==> src/pkg/mcrb_pkg.sv <==
package mcrb_pkg;

	// ----------------------------------------------------------------
	// Register byte addresses
	// ----------------------------------------------------------------
	localparam logic [8:0] ADDR_STATUS        = 9'h001;
	localparam logic [8:0] ADDR_CAL_CONTROL   = 9'h002;
	localparam logic [8:0] ADDR_RAW_CUR_RMS   = 9'h003;
	localparam logic [8:0] ADDR_CUR_RMS       = 9'h005;
	localparam logic [8:0] ADDR_RAW_VOLT_RMS  = 9'h007;
	localparam logic [8:0] ADDR_VOLT_RMS      = 9'h009;
	localparam logic [8:0] ADDR_LINE_FREQ     = 9'h00b;
	localparam logic [8:0] ADDR_ACT_POWER     = 9'h00d;
	localparam logic [8:0] ADDR_REACT_POWER   = 9'h011;
	localparam logic [8:0] ADDR_APP_POWER     = 9'h015;
	localparam logic [8:0] ADDR_COS_PHI       = 9'h019;
	localparam logic [8:0] ADDR_PHASE_USE     = 9'h01b;
	localparam logic [8:0] ADDR_CUR_SCALE     = 9'h01c;
	localparam logic [8:0] ADDR_ACT_SCALE     = 9'h01e;
	localparam logic [8:0] ADDR_REACT_SCALE   = 9'h020;
	localparam logic [8:0] ADDR_PULSE_SCALE   = 9'h022;

	// ----------------------------------------------------------------
	// Calibration control and status field positions
	// ----------------------------------------------------------------
	localparam int CTL_CAL_MODE_BIT    = 0;
	localparam int CTL_FORCE_BIT       = 2;
	localparam int CTL_SEL_LOW_BIT     = 3;
	localparam int CTL_FIRST_CYCLE_BIT = 4;
	localparam int STATUS_REGION_BIT   = 0;

	// ----------------------------------------------------------------
	// Reset values
	// ----------------------------------------------------------------
	localparam logic       CTL_RESET_BIT     = 1'b0;
	localparam logic       REGION_HIGH_RESET = 1'b0;
	localparam logic [7:0] BYTE_ZERO         = 8'h00;
	localparam logic [15:0] WORD_ZERO        = 16'h0000;

endpackage

==> src/mcrb_register_bank.sv <==
`timescale 1ns/1ps
// Function
// - control bits 7-5 and 1 read zero
// - bit4 flags first line cycle after region change while bit0 auto-calibration is on
// - bit3 selects region, 1 low, 0 high
// - bit2 forces region from bit3, else automatic
// - bit0 write one enables auto-calibration
// - raw current RMS readable, 16 bits
// - calibrated current RMS readable, region scaled
// - raw voltage RMS readable, 16 bits
// - calibrated voltage RMS readable, one decimal
// - line frequency readable, three decimals
// - active power readable, 32 bits
// - reactive power readable, 32 bits
// - apparent power readable, 32 bits
// - power factor readable as times 65535
// - phase delay in use follows region
// - current gain in use follows region
// - active power gain in use follows region
// - reactive power gain in use follows region
// - pulse gain in use follows region
// - status bit0 shows region, 1 high
module mcrb_register_bank (
	// Clock and reset
	input  wire logic        clk,
	input  wire logic        rst,
	// Byte register port
	input  wire logic [8:0]  reg_addr,
	input  wire logic        reg_wr,
	input  wire logic        reg_rd,
	input  wire logic [7:0]  reg_wdata,
	output logic      [7:0]  reg_rdata,
	output logic             reg_rvalid,
	// Metering engine timing and automatic region choice
	input  wire logic        line_cycle_end,
	input  wire logic        auto_region_high,
	// Measurement results
	input  wire logic [15:0] raw_current_rms,
	input  wire logic [15:0] current_rms,
	input  wire logic [15:0] raw_voltage_rms,
	input  wire logic [15:0] voltage_rms,
	input  wire logic [15:0] line_frequency,
	input  wire logic [31:0] active_power,
	input  wire logic [31:0] reactive_power,
	input  wire logic [31:0] apparent_power,
	input  wire logic [15:0] load_cos_phi,
	// Low and high region calibration sets
	input  wire logic [7:0]  phase_delay_low_set,
	input  wire logic [7:0]  phase_delay_high_set,
	input  wire logic [15:0] current_scale_low_set,
	input  wire logic [15:0] current_scale_high_set,
	input  wire logic [15:0] active_scale_low_set,
	input  wire logic [15:0] active_scale_high_set,
	input  wire logic [15:0] reactive_scale_low_set,
	input  wire logic [15:0] reactive_scale_high_set,
	input  wire logic [15:0] active_pulse_scale_low_set,
	input  wire logic [15:0] active_pulse_scale_high_set,
	// Region and calibration state
	output logic             region_high,
	output logic             cal_mode_on,
	output logic             force_region,
	output logic             first_cycle_after_region_change,
	// Working copies for the metering engine
	output logic      [7:0]  phase_delay_in_use,
	output logic      [15:0] current_scale_in_use,
	output logic      [15:0] active_scale_in_use,
	output logic      [15:0] reactive_scale_in_use,
	output logic      [15:0] active_pulse_scale_in_use
);

	// ----------------------------------------------------------------
	// Helpers
	// ----------------------------------------------------------------

	// Picks the high or low region copy of a 16-bit calibration word
	function automatic logic [15:0] region_word(input logic high, input logic [15:0] high_word,
		input logic [15:0] low_word);
		logic [15:0] res;
		res = low_word;
		if (high) begin
			res = high_word;
		end
		return res;
	endfunction

	// Picks the high or low region copy of an 8-bit calibration byte
	function automatic logic [7:0] region_byte(input logic high, input logic [7:0] high_byte,
		input logic [7:0] low_byte);
		logic [7:0] res;
		res = low_byte;
		if (high) begin
			res = high_byte;
		end
		return res;
	endfunction

	// ----------------------------------------------------------------
	// Calibration control
	// ----------------------------------------------------------------
	logic sel_low;
	logic next_region_high;
	logic ctl_write;

	// Writes land only at the control address; all other addresses are read-only
	assign ctl_write = reg_wr && (reg_addr == mcrb_pkg::ADDR_CAL_CONTROL);

	// Auto-calibration enable
	always_ff @(posedge clk) begin
		if (rst) begin
			cal_mode_on <= mcrb_pkg::CTL_RESET_BIT;
		end else if (ctl_write) begin
			cal_mode_on <= reg_wdata[mcrb_pkg::CTL_CAL_MODE_BIT];
		end
	end

	// Bypass of the automatic region choice
	always_ff @(posedge clk) begin
		if (rst) begin
			force_region <= mcrb_pkg::CTL_RESET_BIT;
		end else if (ctl_write) begin
			force_region <= reg_wdata[mcrb_pkg::CTL_FORCE_BIT];
		end
	end

	// Region requested by the calibration device, 1 for low
	always_ff @(posedge clk) begin
		if (rst) begin
			sel_low <= mcrb_pkg::CTL_RESET_BIT;
		end else if (ctl_write) begin
			sel_low <= reg_wdata[mcrb_pkg::CTL_SEL_LOW_BIT];
		end
	end

	// Region chosen for the coming line cycle
	always_comb begin
		if (force_region) begin
			next_region_high = ~sel_low;
		end else begin
			next_region_high = auto_region_high;
		end
	end

	// Region switches only at a line cycle boundary
	always_ff @(posedge clk) begin
		if (rst) begin
			region_high <= mcrb_pkg::REGION_HIGH_RESET;
		end else if (line_cycle_end) begin
			region_high <= next_region_high;
		end
	end

	// Flag set for the one line cycle following a calibration region change
	always_ff @(posedge clk) begin
		if (rst) begin
			first_cycle_after_region_change <= mcrb_pkg::CTL_RESET_BIT;
		end else if (line_cycle_end) begin
			first_cycle_after_region_change <= cal_mode_on && (next_region_high != region_high);
		end
	end

	// ----------------------------------------------------------------
	// Working copies
	// ----------------------------------------------------------------

	// Each copy reloads every clock from the active set, so a region change
	// lands one clock later and well before the next line cycle computation

	// Phase delay copy
	always_ff @(posedge clk) begin
		if (rst) begin
			phase_delay_in_use <= mcrb_pkg::BYTE_ZERO;
		end else begin
			phase_delay_in_use <= region_byte(region_high, phase_delay_high_set, phase_delay_low_set);
		end
	end

	// Current gain copy
	always_ff @(posedge clk) begin
		if (rst) begin
			current_scale_in_use <= mcrb_pkg::WORD_ZERO;
		end else begin
			current_scale_in_use <= region_word(region_high, current_scale_high_set, current_scale_low_set);
		end
	end

	// Active power gain copy
	always_ff @(posedge clk) begin
		if (rst) begin
			active_scale_in_use <= mcrb_pkg::WORD_ZERO;
		end else begin
			active_scale_in_use <= region_word(region_high, active_scale_high_set, active_scale_low_set);
		end
	end

	// Reactive power gain copy
	always_ff @(posedge clk) begin
		if (rst) begin
			reactive_scale_in_use <= mcrb_pkg::WORD_ZERO;
		end else begin
			reactive_scale_in_use <= region_word(region_high, reactive_scale_high_set, reactive_scale_low_set);
		end
	end

	// Active energy pulse gain copy
	always_ff @(posedge clk) begin
		if (rst) begin
			active_pulse_scale_in_use <= mcrb_pkg::WORD_ZERO;
		end else begin
			active_pulse_scale_in_use <= region_word(region_high, active_pulse_scale_high_set,
				active_pulse_scale_low_set);
		end
	end

	// ----------------------------------------------------------------
	// Read path
	// ----------------------------------------------------------------
	logic [7:0] ctl_byte;
	logic [7:0] status_byte;
	logic [7:0] next_rdata;

	// Unimplemented control and status bits are tied to zero
	always_comb begin
		ctl_byte = mcrb_pkg::BYTE_ZERO;
		ctl_byte[mcrb_pkg::CTL_CAL_MODE_BIT]    = cal_mode_on;
		ctl_byte[mcrb_pkg::CTL_FORCE_BIT]       = force_region;
		ctl_byte[mcrb_pkg::CTL_SEL_LOW_BIT]     = sel_low;
		ctl_byte[mcrb_pkg::CTL_FIRST_CYCLE_BIT] = first_cycle_after_region_change;
		status_byte = mcrb_pkg::BYTE_ZERO;
		status_byte[mcrb_pkg::STATUS_REGION_BIT] = region_high;
	end

	// Byte mux; words are little-endian, low byte at the base address.
	// No snapshot is taken, so a word may move between its byte reads.
	always_comb begin
		next_rdata = mcrb_pkg::BYTE_ZERO;
		case (reg_addr)
			// Status and control
			mcrb_pkg::ADDR_STATUS: begin
				next_rdata = status_byte;
			end
			mcrb_pkg::ADDR_CAL_CONTROL: begin
				next_rdata = ctl_byte;
			end
			// Raw current RMS
			mcrb_pkg::ADDR_RAW_CUR_RMS: begin
				next_rdata = raw_current_rms[7:0];
			end
			mcrb_pkg::ADDR_RAW_CUR_RMS + 9'd1: begin
				next_rdata = raw_current_rms[15:8];
			end
			// Calibrated current RMS
			mcrb_pkg::ADDR_CUR_RMS: begin
				next_rdata = current_rms[7:0];
			end
			mcrb_pkg::ADDR_CUR_RMS + 9'd1: begin
				next_rdata = current_rms[15:8];
			end
			// Raw voltage RMS
			mcrb_pkg::ADDR_RAW_VOLT_RMS: begin
				next_rdata = raw_voltage_rms[7:0];
			end
			mcrb_pkg::ADDR_RAW_VOLT_RMS + 9'd1: begin
				next_rdata = raw_voltage_rms[15:8];
			end
			// Calibrated voltage RMS
			mcrb_pkg::ADDR_VOLT_RMS: begin
				next_rdata = voltage_rms[7:0];
			end
			mcrb_pkg::ADDR_VOLT_RMS + 9'd1: begin
				next_rdata = voltage_rms[15:8];
			end
			// Line frequency
			mcrb_pkg::ADDR_LINE_FREQ: begin
				next_rdata = line_frequency[7:0];
			end
			mcrb_pkg::ADDR_LINE_FREQ + 9'd1: begin
				next_rdata = line_frequency[15:8];
			end
			// Active power
			mcrb_pkg::ADDR_ACT_POWER: begin
				next_rdata = active_power[7:0];
			end
			mcrb_pkg::ADDR_ACT_POWER + 9'd1: begin
				next_rdata = active_power[15:8];
			end
			mcrb_pkg::ADDR_ACT_POWER + 9'd2: begin
				next_rdata = active_power[23:16];
			end
			mcrb_pkg::ADDR_ACT_POWER + 9'd3: begin
				next_rdata = active_power[31:24];
			end
			// Reactive power
			mcrb_pkg::ADDR_REACT_POWER: begin
				next_rdata = reactive_power[7:0];
			end
			mcrb_pkg::ADDR_REACT_POWER + 9'd1: begin
				next_rdata = reactive_power[15:8];
			end
			mcrb_pkg::ADDR_REACT_POWER + 9'd2: begin
				next_rdata = reactive_power[23:16];
			end
			mcrb_pkg::ADDR_REACT_POWER + 9'd3: begin
				next_rdata = reactive_power[31:24];
			end
			// Apparent power
			mcrb_pkg::ADDR_APP_POWER: begin
				next_rdata = apparent_power[7:0];
			end
			mcrb_pkg::ADDR_APP_POWER + 9'd1: begin
				next_rdata = apparent_power[15:8];
			end
			mcrb_pkg::ADDR_APP_POWER + 9'd2: begin
				next_rdata = apparent_power[23:16];
			end
			mcrb_pkg::ADDR_APP_POWER + 9'd3: begin
				next_rdata = apparent_power[31:24];
			end
			// Power factor
			mcrb_pkg::ADDR_COS_PHI: begin
				next_rdata = load_cos_phi[7:0];
			end
			mcrb_pkg::ADDR_COS_PHI + 9'd1: begin
				next_rdata = load_cos_phi[15:8];
			end
			// Phase delay in use
			mcrb_pkg::ADDR_PHASE_USE: begin
				next_rdata = phase_delay_in_use;
			end
			// Current gain in use
			mcrb_pkg::ADDR_CUR_SCALE: begin
				next_rdata = current_scale_in_use[7:0];
			end
			mcrb_pkg::ADDR_CUR_SCALE + 9'd1: begin
				next_rdata = current_scale_in_use[15:8];
			end
			// Active power gain in use
			mcrb_pkg::ADDR_ACT_SCALE: begin
				next_rdata = active_scale_in_use[7:0];
			end
			mcrb_pkg::ADDR_ACT_SCALE + 9'd1: begin
				next_rdata = active_scale_in_use[15:8];
			end
			// Reactive power gain in use
			mcrb_pkg::ADDR_REACT_SCALE: begin
				next_rdata = reactive_scale_in_use[7:0];
			end
			mcrb_pkg::ADDR_REACT_SCALE + 9'd1: begin
				next_rdata = reactive_scale_in_use[15:8];
			end
			// Active energy pulse gain in use
			mcrb_pkg::ADDR_PULSE_SCALE: begin
				next_rdata = active_pulse_scale_in_use[7:0];
			end
			mcrb_pkg::ADDR_PULSE_SCALE + 9'd1: begin
				next_rdata = active_pulse_scale_in_use[15:8];
			end
			// Unmapped addresses read as zero
			default: begin
				next_rdata = mcrb_pkg::BYTE_ZERO;
			end
		endcase
	end

	// Registered read answer one clock after the request
	always_ff @(posedge clk) begin
		if (rst) begin
			reg_rdata  <= mcrb_pkg::BYTE_ZERO;
			reg_rvalid <= 1'b0;
		end else begin
			reg_rvalid <= reg_rd;
			if (reg_rd) begin
				reg_rdata <= next_rdata;
			end
		end
	end

endmodule

==> config.mk <==
export PLATFORM = sky130hd
export DESIGN_NAME = mcrb_register_bank
export DESIGN_NICKNAME = d
export VERILOG_FILES = /design/src/pkg/mcrb_pkg.sv /design/src/mcrb_register_bank.sv
export SDC_FILE = /design/constraint.sdc
export NUM_CORES = 1
export LEC_CHECK = 0
export ABC_AREA = 1
export BUFFER_PORTS_ARGS = -buffer_cell sky130_fd_sc_hd__buf_4
export CAP_MARGIN = 20
export CELL_PAD_IN_SITES_DETAIL_PLACEMENT = 0
export CELL_PAD_IN_SITES_GLOBAL_PLACEMENT = 1
export CORE_AREA = 3 3 170 172
export CTS_CLUSTER_SIZE = 24
export DETAILED_ROUTE_END_ITERATION = 10
export DIE_AREA = 0 0 173 175
export PLACE_DENSITY_LB_ADDON = 0.25
export SKIP_CTS_REPAIR_TIMING = 1
export SYNTH_ARGS = -nofsm -noshare
export SYNTH_HDL_FRONTEND = slang
export SYNTH_SLANG_ARGS = --single-unit
==> constraint.sdc <==
create_clock -name clk -period 1.65 [get_ports clk]
set_clock_uncertainty 0.2 [all_clocks]
set_input_delay 0.0825 -clock clk [delete_from_list [all_inputs] [get_ports clk]]
set_output_delay 0.0825 -clock clk [all_outputs]
set_load 0.05 [all_outputs]
==> impl_results.md <==
* Status: complete, but fails checks
* Failing checks: negative hold slack
* Layout cell share with drive strength beyond 1 at a little under two fifths
* GP Congestion at approximately 0.94
* Die span in x at 173 um
* Post-Layout Cell Count at 2050
* Fin crit share at 98.7%
* Layout Nets at about 2000
* Slew @ Worst Pin at 0.590 ns
* Diodes inserted at 0
* Gate Count Post-Synth at roughly 1000
* CTS buffer count at 9
* Peak supply drop at 0.000433 V
* Critical Path AT at approximately 1.7 ns
* Hold Worst Slack at -0.190 ns
* Final core utilization at 44.7%
* Synth area leaders: dfxtp_1 30%, nor2_1 18%, nand2_1 17%, nand3_1 16%, o21ai_0 6.9%
* Clk Latency, worst-skew pair at about 0.35 ns
* I/O Buffers at between 400 and 500
* Die Height at 175 um
* Pwr Density at 563 nW/um2
* #FFs+latches synth at 86
* Clock Sinks at 86
* Level count of the clock H-tree at 3
* Bufs on Longest Clock Path at 2
* Inst Count DP at 1866
* First-pass detailed-route iteration total at 5
* Reg2reg start: phase_delay_in_use[1]$_SDFF_PP0_
* Pin count of the biggest net entering global routing at between 40 and 50
* WL/cell at 19.2 um
* Worst Path Max Fanout at 13
* Initial antenna violation count at 2
* HPWL after detailed placement at 31100 um
* Crit path kind: primary input to flip-flop
* Leakage power at 0.00632 uW
* Hold Path Class: primary input to flip-flop
* Root buffer cell: clkbuf_16
* Post-Syn Nets at 1376
* GRT Overall Usage at roughly 23%
* Reg-to-reg setup timing slack at 0.14 ns
* Antenna Nets Post-Route at 0
* Total Power at 6950 uW
* Wirelength, routed at 39400 um
* First-pass GRT wire length at about 52000 um
* Crit start category: primary input
* Critical Path RT at 1.74 ns
* Iter 0 DRT Violations at 475
* RR Endpoint: reg_rdata[1]$_SDFFE_PP0P_
* Syn_area_per_cell at 5.64 um2
* Initial core utilization at 20.7%
* Row count at 61
* CP endpoint: reg_rdata[0]$_SDFFE_PP0P_
* Via count at 9212
* Finished Cell Area at approximately 12000 um2
* Post-synth top area share at 30.0%
* Most frequent cells in the layout: 511 x buf_4, 242 x nand2_1, 239 x nor2_1
* Area Overhead vs Synth at 116%
* Synth area leader: dfxtp_1
* Slew headroom at 60.6%
* Final Critical Period at ~1.6 ns
* Placed cell areas at 10000 um2
* Vias in the first global route at 8507
* Max Freq at 0.614 GHz
* Fin. Hold Viols at 8
* Die ar. at 30300 um2
* Most common cell after layout, fill and taps aside: buf_4
* Synth cell types at 21
* CP Launch Point: reg_addr[6]
* Grt ovf at 0
* I/O pins at 444
* Yosys warns at 0
* Placeable Area at roughly 28000 um2
* Max cap viols at 0
* Synth Cell Area at 5730 um2
* Vias per Instance at 4.49
* Crit end category: flip-flop
* Drt drc at 0
* Sequential element share of the synthesized area at 30.0%
* R2R cell count at 8
* Unrepaired setup endpoints after global routing: true
* TritonCTS clock tree: done
* Filler instances at 2901
* Setup TNS at 0 ns
* Clock Pin Slew Worst Setup and Hold Paths at 0.08 ns
* Max Transition Viols Final at 0
* Endpoints failing setup at 0
synthesized netlist by cell type:
master and count:
nor2_1 272, nand2_1 253, nand3_1 186, dfxtp_1 86, o21ai_0 79, inv_1 49, clkbuf_1 24, buf_2 11
buf_4 10, a21oi_1 9, nand4_1 9, nor2_2 7, a21oi_2 6, nor3_1 4, nor2_4 3, buf_1 2
buf_6 2, clkinv_1 2, inv_2 1, nand2_2 1, nand3_2 1
routing by layer:
metal  share of wire (%)  track usage (%)  routed length (um)
met1                  41             27.6               16200
met4                 2.6             6.72                1020
met2                  50             40.9               19800
met3                 6.0             5.15                2370
met5               0.061                0                  24
worst min-delay path by stage:
stage | start | endpoint | slack, ns | depth (start not counted)
finish | rst | reg_rdata[2]$_SDFFE_PP0P_ | -0.19 | 2
global route | rst | reg_rdata[2]$_SDFFE_PP0P_ | -0.20 | 2
CTS | line_cycle_end | region_high$_SDFFE_PP0P_ | -0.29 | 2
detailed placement | line_cycle_end | region_high$_SDFFE_PP0P_ | 0.08 | 2
global placement | line_cycle_end | region_high$_SDFFE_PP0P_ | 0.08 | 2
floorplan | line_cycle_end | region_high$_SDFFE_PP0P_ | -0.03 | 1
registers in the layout (all words and copies together), names as in the netlist:
signal	flops
phase_delay_in_use	8
first_cycle_after_region_change	1
cal_mode_on	1
active_scale_in_use	16
reg_rvalid	1
current_scale_in_use	16
reactive_scale_in_use	16
sel_low	1
force_region	1
region_high	1
active_pulse_scale_in_use	16
reg_rdata	8
critical path: stages:
cell,delay (ns)
buf_4,0.12
nor2_4,0.20
nand2_4,0.09
nor2_4,0.12
buf_12,0.14
buf_6,0.12
clkbuf_16,0.15
nand3_1,0.12
nand2_1,0.11
nor2_1,0.05
nand2_1,0.10
nor2_1,0.05
nand3_1,0.06
nand2_1,0.06
a21oi_2,0.11
cells by family (layout without fill, tap and decap cells):
kind of cell,Yosys count,count (layout),synth area share [%]
compound gates,94,94,8.60
simple gates,736,736,53.6
flops,86,86,30.0
buf+inv,101,756,7.77
layout make-up:
type	count	area, um2	share of cell area (%)
Timing Repair Buffer	688	5830	47.2
Sequential cell	86	1720	13.9
Inverter	52	208	1.68
Multi-Input combinational cell	830	3800	30.8
Tap cell	378	473	3.83
Clock buffer	11	253	2.05
Clock inverter	5	62.6	0.506
power breakdown:
part | total (uW) | switching, uW | internal (uW)
clock network | 2250 | 983 | 1270
registers | 2340 | 117 | 2220
logic | 2360 | 1210 | 1150
total | 6950 | 2310 | 4650
metrics by stage:
stage / hold slack (ns) / setup WS [ns]
2_1_floorplan: -0.0308 / 0.0410
3_3_place_gp: 0.0798 / -0.585
3_5_place_dp: 0.0787 / -0.596
4_1_cts: -0.290 / -0.233
5_1_grt: -0.201 / -0.0360
6_report: -0.190 / 0.0216
No activity file was read; power rests on OpenSTA's default activity.
